<file path="src/include/oag_pkg.sv">
// package of constants and carrier types for the operand address generator
package oag_pkg;

  localparam int unsigned OAG_ADDR_W = 16;
  localparam int unsigned OAG_BYTE_W = 8;

  // fixed windows of the memory map
  localparam logic [15:0] OAG_SADDR_BASE = 16'hFE80;
  localparam logic [15:0] OAG_SADDR_LAST = 16'hFF1F;
  localparam logic [15:0] OAG_RAM_FIRST = 16'hFE80;
  localparam logic [15:0] OAG_RAM_LAST = 16'hFEFF;
  localparam logic [15:0] OAG_SFR_FIRST = 16'hFF00;
  localparam logic [15:0] OAG_SFR_SHORT_LAST = 16'hFF1F;
  localparam logic [7:0] OAG_SFR_HIGH = 8'hFF;
  localparam logic [6:0] OAG_SADDR_HIGH7 = 7'h7F;
  localparam logic [7:0] OAG_SADDR_WRAP_MAX = 8'h1F;
  localparam int unsigned OAG_SADDR_BIT8 = 8;

  // opcode of the accumulator load through the pointer pair
  localparam logic [7:0] OAG_OP_LOAD_PTR = 8'h2B;

  // register numbers: byte registers 0..7, pairs 0..3
  localparam logic [2:0] OAG_R_X = 3'h0;
  localparam logic [2:0] OAG_R_A = 3'h1;
  localparam logic [2:0] OAG_R_C = 3'h2;
  localparam logic [2:0] OAG_R_B = 3'h3;
  localparam logic [2:0] OAG_R_E = 3'h4;
  localparam logic [2:0] OAG_R_D = 3'h5;
  localparam logic [2:0] OAG_R_L = 3'h6;
  localparam logic [2:0] OAG_R_H = 3'h7;
  localparam logic [1:0] OAG_RP_ACC = 2'h0;
  localparam logic [1:0] OAG_RP_BC = 2'h1;
  localparam logic [1:0] OAG_RP_PTR = 2'h2;
  localparam logic [1:0] OAG_RP_BASE = 2'h3;

  // addressing modes issued by the decoder
  typedef enum logic [3:0] {
    OAG_MODE_NONE = 4'h0,
    OAG_MODE_DIRECT = 4'h1,
    OAG_MODE_SHORT = 4'h2,
    OAG_MODE_SFR = 4'h3,
    OAG_MODE_REG = 4'h4,
    OAG_MODE_INDIRECT = 4'h5,
    OAG_MODE_BASED = 4'h6,
    OAG_MODE_STACK = 4'h7,
    OAG_MODE_JUMP = 4'h8
  } oag_mode_type;

  // stack operation kinds
  typedef enum logic [2:0] {
    OAG_STK_PUSH = 3'h0,
    OAG_STK_POP = 3'h1,
    OAG_STK_CALL = 3'h2,
    OAG_STK_RET = 3'h3,
    OAG_STK_ISAVE = 3'h4,
    OAG_STK_IREST = 3'h5
  } oag_stack_type;

  // one request from the instruction decoder
  typedef struct packed {
    oag_mode_type mode;
    logic [15:0] imm16;
    logic [7:0] imm8;
    logic [2:0] regCode;
    logic [1:0] pairCode;
    logic pairWord;
    oag_stack_type stackOp;
    logic [7:0] opcode;
  } oag_req_type;

  // one answer toward the memory and register side
  typedef struct packed {
    logic memValid;
    logic [15:0] memAddr;
    logic regValid;
    logic regWord;
    logic [2:0] regSel;
    logic [1:0] pairSel;
    logic pcLoad;
    logic [15:0] pcValue;
    logic inRam;
    logic inShortSfr;
    logic fault;
  } oag_resp_type;

  // register file contents, 16 bits per pair
  typedef struct packed {
    logic [15:0] accPair;
    logic [15:0] bcPair;
    logic [15:0] ptrPair;
    logic [15:0] basePair;
    logic [15:0] stackPtr;
  } oag_regs_type;

endpackage

</file>
<file path="src/logic/oag_reg_file.sv">
// register file: eight byte registers, four pairs, stack pointer
`timescale 1ns/10ps
module oag_reg_file
  import oag_pkg::*;
#(
  parameter int unsigned REG_COUNT = 8
) (
  input wire logic clk_sys,
  input wire logic rst,
  input wire logic byteWrEn,
  input wire logic [2:0] byteWrSel,
  input wire logic [7:0] byteWrData,
  input wire logic pairWrEn,
  input wire logic [1:0] pairWrSel,
  input wire logic [15:0] pairWrData,
  input wire logic spWrEn,
  input wire logic [15:0] spWrData,
  input wire logic [2:0] byteRdSel,
  output logic [7:0] byteRdData,
  output oag_regs_type regs
);

  logic [7:0] bankReg [REG_COUNT];
  logic [15:0] spReg;

  // byte writes and pair writes share the array; pair n is registers 2n+1:2n
  genvar gi;
  generate
    for (gi = 0; gi < REG_COUNT; gi++) begin : g_byte
      always_ff @(posedge clk_sys) begin
        if (rst) begin
          bankReg[gi] <= 8'h00;
        end else if (pairWrEn && pairWrSel == 2'(gi / 2)) begin
          bankReg[gi] <= (gi % 2 == 1) ? pairWrData[15:8] : pairWrData[7:0];
        end else if (byteWrEn && byteWrSel == 3'(gi)) begin
          bankReg[gi] <= byteWrData;
        end
      end
    end
  endgenerate

  // stack pointer, written by the core on push and pop
  always_ff @(posedge clk_sys) begin
    if (rst) begin
      spReg <= OAG_RAM_LAST;
    end else if (spWrEn) begin
      spReg <= spWrData;
    end
  end

  // functional names of the pairs  (see)
  assign regs.accPair = {bankReg[OAG_R_A], bankReg[OAG_R_X]};
  assign regs.bcPair = {bankReg[OAG_R_B], bankReg[OAG_R_C]};
  assign regs.ptrPair = {bankReg[OAG_R_D], bankReg[OAG_R_E]};
  assign regs.basePair = {bankReg[OAG_R_H], bankReg[OAG_R_L]};
  assign regs.stackPtr = spReg;
  assign byteRdData = bankReg[byteRdSel];

endmodule

</file>
<file path="src/logic/oag_top.sv">
// operand and branch address generator for the 8-bit core
// Functional notes
// the register-pair jump loads the whole accumulator pair into the program counter.
// direct mode uses the 16-bit immediate as the operand address unchanged.
// short direct mode reaches only the 160 bytes FE80H to FF1FH through an 8-bit field.
// short direct sets address bit 8 for field 00H to 1FH, clears it otherwise, field is low byte.
// short direct drives address bits 15 to 9 all to one.
// word short direct operands are given only at even addresses by the decoder.
// special-register mode places the 8-bit field as low byte under FFH, range FF00H to FFFFH.
// special registers at FF00H to FF1FH are reached by short direct, not special-register mode.
// register mode picks one of eight byte registers with a 3-bit code.
// the register file holds registers 0 to 7 and pairs 0 to 3, also by functional name.
// register indirect uses the pointer pair or base pair chosen by the pair code.
// opcode 00101011 is the accumulator load through the pointer pair.
// based mode adds the zero-extended offset to the base pair and drops the carry.
// stack mode uses the stack pointer for push, pop, call, return and interrupt save.
// the stack pointer is kept inside internal high-speed RAM by software.
// internal RAM is FE80H to FEFFH and short-reach special registers are FF00H to FF1FH.
`timescale 1ns/10ps
module oag_top
  import oag_pkg::*;
(
  input wire logic clk_sys,
  input wire logic rst,
  input wire logic reqValid,
  input oag_req_type req,
  input wire logic byteWrEn,
  input wire logic [2:0] byteWrSel,
  input wire logic [7:0] byteWrData,
  input wire logic pairWrEn,
  input wire logic [1:0] pairWrSel,
  input wire logic [15:0] pairWrData,
  input wire logic spWrEn,
  input wire logic [15:0] spWrData,
  output oag_resp_type resp,
  output logic [7:0] regOperand,
  output logic [15:0] programCounter,
  output logic loadPtrSeen
);

  oag_regs_type regs;
  logic [7:0] byteRdData;
  oag_resp_type resp_reg;
  oag_resp_type resp_next;
  logic [7:0] regOperand_reg;
  logic [15:0] pc_reg;
  logic loadPtr_reg;
  logic loadPtr_next;
  logic [15:0] stackAddr;

  oag_reg_file #(
    .REG_COUNT(8)
  ) u_regs (
    .clk_sys(clk_sys),
    .rst(rst),
    .byteWrEn(byteWrEn),
    .byteWrSel(byteWrSel),
    .byteWrData(byteWrData),
    .pairWrEn(pairWrEn),
    .pairWrSel(pairWrSel),
    .pairWrData(pairWrData),
    .spWrEn(spWrEn),
    .spWrData(spWrData),
    .byteRdSel(req.regCode),
    .byteRdData(byteRdData),
    .regs(regs)
  );

  // short direct mapping: high bits forced to one, bit 8 from the field range
  function automatic logic [15:0] shortAddr(input logic [7:0] field);
    logic bit8;
    bit8 = (field <= OAG_SADDR_WRAP_MAX);
    return {OAG_SADDR_HIGH7, bit8, field}; // see
  endfunction

  // region tags used for every generated address
  function automatic logic inRange(input logic [15:0] a, input logic [15:0] lo,
                                   input logic [15:0] hi);
    return (a >= lo) && (a <= hi);
  endfunction

  // pair by number; only pointer and base pairs are legal indirect pointers
  function automatic logic [15:0] pairValue(input logic [1:0] sel, input oag_regs_type r);
    logic [15:0] v;
    case (sel)
      OAG_RP_ACC: v = r.accPair;
      OAG_RP_BC: v = r.bcPair;
      OAG_RP_PTR: v = r.ptrPair;
      default: v = r.basePair;
    endcase
    return v;
  endfunction

  // push and call pre-decrement is done by the core; here the pointer is used as is
  assign stackAddr = regs.stackPtr;

  // address generation per mode
  always_comb begin
    resp_next = '0;
    loadPtr_next = 1'b0;
    if (reqValid) begin
      case (req.mode)
        OAG_MODE_DIRECT: begin
          resp_next.memValid = 1'b1;
          resp_next.memAddr = req.imm16;
        end
        OAG_MODE_SHORT: begin
          resp_next.memValid = 1'b1;
          resp_next.memAddr = shortAddr(req.imm8);
          // odd word address is a decoder error, flagged rather than fixed
          resp_next.fault = req.pairWord & req.imm8[0];
          // field 20H..7FH lies outside the window
          resp_next.fault = resp_next.fault |
            !inRange(resp_next.memAddr, OAG_SADDR_BASE, OAG_SADDR_LAST);
        end
        OAG_MODE_SFR: begin
          resp_next.memValid = 1'b1;
          resp_next.memAddr = {OAG_SFR_HIGH, req.imm8};
          // low 32 special registers belong to short direct mode
          resp_next.fault = inRange(resp_next.memAddr, OAG_SFR_FIRST,
                                    OAG_SFR_SHORT_LAST);
        end
        OAG_MODE_REG: begin
          resp_next.regValid = 1'b1;
          resp_next.regWord = req.pairWord;
          resp_next.regSel = req.regCode;
          resp_next.pairSel = req.pairCode;
        end
        OAG_MODE_INDIRECT: begin
          resp_next.memValid = 1'b1;
          resp_next.memAddr = pairValue(req.pairCode, regs);
          resp_next.fault = (req.pairCode != OAG_RP_PTR) && (req.pairCode != OAG_RP_BASE);
          loadPtr_next = (req.opcode == OAG_OP_LOAD_PTR);
          if (loadPtr_next) begin
            resp_next.memAddr = regs.ptrPair;
            resp_next.fault = 1'b0;
          end
        end
        OAG_MODE_BASED: begin
          resp_next.memValid = 1'b1;
          // sum kept to 16 bits so the carry is lost and the address wraps
          resp_next.memAddr = 16'(regs.basePair + {8'h00, req.imm8});
        end
        OAG_MODE_STACK: begin
          resp_next.memValid = 1'b1;
          resp_next.memAddr = stackAddr;
          // stack outside RAM is unsupported; flagged for the core
          resp_next.fault = !inRange(stackAddr, OAG_RAM_FIRST, OAG_RAM_LAST);
        end
        OAG_MODE_JUMP: begin
          resp_next.pcLoad = 1'b1;
          resp_next.pcValue = regs.accPair;
        end
        default: begin
          resp_next = '0;
        end
      endcase
      resp_next.inRam = resp_next.memValid &
        inRange(resp_next.memAddr, OAG_RAM_FIRST, OAG_RAM_LAST);
      resp_next.inShortSfr = resp_next.memValid &
        inRange(resp_next.memAddr, OAG_SFR_FIRST, OAG_SFR_SHORT_LAST);
    end
  end

  // answer register, one cycle after the request
  always_ff @(posedge clk_sys) begin
    if (rst) begin
      resp_reg <= '0;
      loadPtr_reg <= 1'b0;
    end else begin
      resp_reg <= resp_next;
      loadPtr_reg <= loadPtr_next;
    end
  end

  // selected byte register, captured for register mode only
  always_ff @(posedge clk_sys) begin
    if (rst) begin
      regOperand_reg <= 8'h00;
    end else if (reqValid && req.mode == OAG_MODE_REG) begin
      regOperand_reg <= byteRdData;
    end
  end

  // program counter image, loaded by the pair jump
  always_ff @(posedge clk_sys) begin
    if (rst) begin
      pc_reg <= 16'h0000;
    end else if (resp_next.pcLoad) begin
      pc_reg <= regs.accPair;
    end
  end

  assign resp = resp_reg;
  assign regOperand = regOperand_reg;
  assign programCounter = pc_reg;
  assign loadPtrSeen = loadPtr_reg;

endmodule

</file>
<file path="config.mk">
export PLATFORM = sky130hd
export DESIGN_NAME = oag_top
export DESIGN_NICKNAME = d
export VERILOG_FILES = /design/src/include/oag_pkg.sv /design/src/logic/oag_reg_file.sv /design/src/logic/oag_top.sv
export SDC_FILE = /design/constraint.sdc
export NUM_CORES = 1
export LEC_CHECK = 0
export BUFFER_PORTS_ARGS = -buffer_cell sky130_fd_sc_hd__buf_2
export CELL_PAD_IN_SITES_DETAIL_PLACEMENT = 0
export CELL_PAD_IN_SITES_GLOBAL_PLACEMENT = 1
export CORE_UTILIZATION = 25
export CTS_CLUSTER_SIZE = 10
export DETAILED_ROUTE_END_ITERATION = 8
export PLACE_DENSITY_LB_ADDON = 0.1
export SLEW_MARGIN = 20
export SYNTH_ARGS = -nofsm -noshare
export SYNTH_HDL_FRONTEND = slang
export SYNTH_SLANG_ARGS = --single-unit
</file>
<file path="constraint.sdc">
create_clock -name clk_sys -period 4.15 [get_ports clk_sys]
set_input_delay 0.6225 -clock clk_sys [delete_from_list [all_inputs] [get_ports clk_sys]]
set_output_delay 0.6225 -clock clk_sys [all_outputs]
set_load 0.005 [all_outputs]
</file>
==> results by group <==
Outcome
  • Status: completed

Flow run
  • MaxCap Viol Count: 0

Layout
  • Fin area: 9236 um^2
  • Share of cells above drive strength 1: 30.85%
  • Largest register FFs: 64
  • Final Net Count: 912
  • Area Overhead vs Synth: 24.46%
  • ANT cells: 0
  • Finished Layout Cells: 1,204

Synthesis
  • Synth top area cells: edfxtp_1 (26%), dfxtp_1 (23%), mux4_2 (7.6%), a22o_1 (7.6%), mux2i_1 (2.6%)
  • Synth unique cells: 58
  • Post-Syn Area: 7421 um^2
  • Synth top area share: 25.90%
  • Number of synthesized flops with an enable pin: 64
  • Synth warn: 0
  • Post-Syn Nets: 762
  • Synth cell count leaders: dfxtp_1 (85), a22o_1 (64), edfxtp_1 (64), nor2_1 (36), o21ai_0 (35)
  • Leading area contributor after synthesis: edfxtp_1
  • Mean area per synthesized cell: 11.30 um^2
  • Asr flop ratio synth: 0%
  • Mapped Cells: 657
  • Post-synth top flop: dfxtp_1
  • Most frequent cell after synthesis: dfxtp_1
  • Register area share after synthesis: 48.83%
  • Post-synthesis register bit count: 149

Die
  • Initial Utilization: 25.65%
  • Die Height: 174.3 um
  • Die X: 174.3 um
  • I/O pin cnt: 165
  • Die ar.: 30,380 um^2
  • Core area: 28,940 um^2
  • # rows: 62

Setup path
  • Required @ worst endpoint: 4.50 ns
  • CP max FO: 4
  • CP Launch Type: flip-flop
  • Crit Path Class: flip-flop to flip-flop
  • WP data arrival: 3.35 ns
  • CP endpoint kind: flip-flop
  • Reg2reg path depth: 10

Global route
  • Pin count of the biggest net entering global routing: 32
  • GRT Resource Usage Total: 18.47%
  • First-pass GRT wire length: 40,810 um
  • Vias in the first global route: 6,303
  • GRT Residual Overflow: 0
  • Initial antenna violation count: 0

Route
  • WL final: 27,890 um
  • DR iter-0 viols: 461
  • DR vias: 6,332
  • First-pass detailed-route iteration total: 5
  • Antenna Nets Post-Route: 0
  • Vias per cell: 5.259
  • Residual DRC: 0
  • DR WL/cell: 23.17 um

Clock network
  • Max Buffers Root-to-Sink: 2
  • CTS tree: yes
  • CTS sink count: 149
  • Skew-Pair Late Insertion Delay: 0.43 ns
  • Clock slew at reported path FFs: 0.07 ns
  • CTS Hold Bufs: 0
  • Clock root buffer: clkbuf_16
  • H-tree Lvls: 4
  • Post-CTS setup buffer count: 0
  • Post_cts resized: 0
  • CTS Buf Count: 17

Power
  • Final total power: 3.747 mW
  • PD cells: 405.7 nW/um^2
  • VDD IR-drop max: 0.2898 mV
  • Leakage: 3.885 nW

Worst hold path
  • Worst Hold Depth: 2
  • Hold Path Class: input port to flip-flop

STA
  • Layout Skew: 0.009062 ns
  • Relative slew margins: 41.62%
  • RSZ-0062 raised after global routing: false
  • Minimum clock period: 3.000 ns
  • Fmax: 333.3 MHz
  • Worst Max-Slew Pin Slew: 0.8684 ns
  • Fin crit share: 72.30%
  • Pins Over Slew Limit: 0
  • Final Hold Vio Count: 0
  • Count of final setup violators: 0
  • Post-route setup TNS: 0 ns
  • Hold_ws: 0.4002 ns

Placement
  • Detail Placement HPWL: 21,280 um
  • DP Area: 8645 um^2
  • GPL Wtd Cong: 0.8603
  • Inst Count DP: 1,172
  • Number of I/O port buffers: 161
critical path: stages (launching register included):
cell	delay [ns]
edfxtp_1	0.44
ha_1	0.24
inv_1	0.06
fa_1	0.38
nand2b_1	0.21
a21oi_2	0.25
o21ai_1	0.17
or4_1	0.51
a32oi_1	0.26
nand4_2	0.14
nor4_2	0.26
final timing paths:
kind,start,end,slack (ns)
hold / removal,spWrData[4],u_regs.spReg[4]$_SDFFE_PP1P_,0.40
hold reg to reg,programCounter[4]$_SDFFE_PP0P_,programCounter[4]$_SDFFE_PP0P_,0.45
setup / recovery,u_regs.bankReg[6][0]$_DFFE_PP_,resp[1]$_SDFF_PP0_,1.15
setup reg to reg,u_regs.bankReg[6][0]$_DFFE_PP_,resp[1]$_SDFF_PP0_,1.15
per-stage QoR:
step / utilization, % / setup WS, ns
4_1_cts: 31.92 / 1.185
3_3_place_gp: 29.88 / 0.9315
6_report: 31.92 / 1.150
5_1_grt: 31.92 / 0.9317
3_5_place_dp: 29.88 / 0.8914
2_1_floorplan: - / 1.326
cell families (layout without fill, tap and decap cells):
family	count (synthesis)	in the layout	share of synthesized area, %
AOI/OAI and AO/OA	215	215	21.50
adders and majority gates	9	9	1.619
xor gates and xnor gates	7	7	0.8262
and+or+nand+nor	171	171	13.12
muxes	50	50	11.06
DFF	149	149	48.83
buffers and inverters	56	219	3.052
power breakdown:
group | switching, mW | leakage (nW) | internal (mW) | total [mW]
registers | 0.0809 | 1.33 | 1.61 | 1.69
logic | 0.283 | 2.26 | 0.203 | 0.487
clock network | 0.697 | 0.298 | 0.874 | 1.57
total | 1.06 | 3.89 | 2.69 | 3.75
area by class of cell:
class / count / area, um^2
clock inverter: 12 / 102.6
inverter: 10 / 37.54
clock buffer: 20 / 489.2
tap: 384 / 480.5
sequential: 149 / 3623
multi-input combinational: 452 / 3577
fill: 3019 / 19700
timing repair buffer: 177 / 925.9
metal layers:
layer | track usage, % | up-vias | wire length, um
met3 | 4.484 | 32 | 1781
met4 | 5.373 | 0 | 512
met5 | 0 | - | 0
met2 | 29.00 | 253 | 12770
li1 | - | 2868 | -
met1 | 25.05 | 3179 | 12830
placed cells by master, fill, tap and decap left out, drive strengths merged, types with 8 or more instances in the layout:
cell type,count
dfxtp,85
mux2i,19
buf,177
a31oi,9
a211oi,12
and2,27
a222oi,10
nor2,36
a22oi,9
nor3,10
nor2b,21
edfxtp,64
inv,18
ha,8
nand2,22
a211o,17
mux4,25
nand3,14
clkbuf,20
o21ai,36
a21oi,24
a21o,18
nand2b,15
a22o,64
Note: power is estimated with default switching activity, not from simulation.
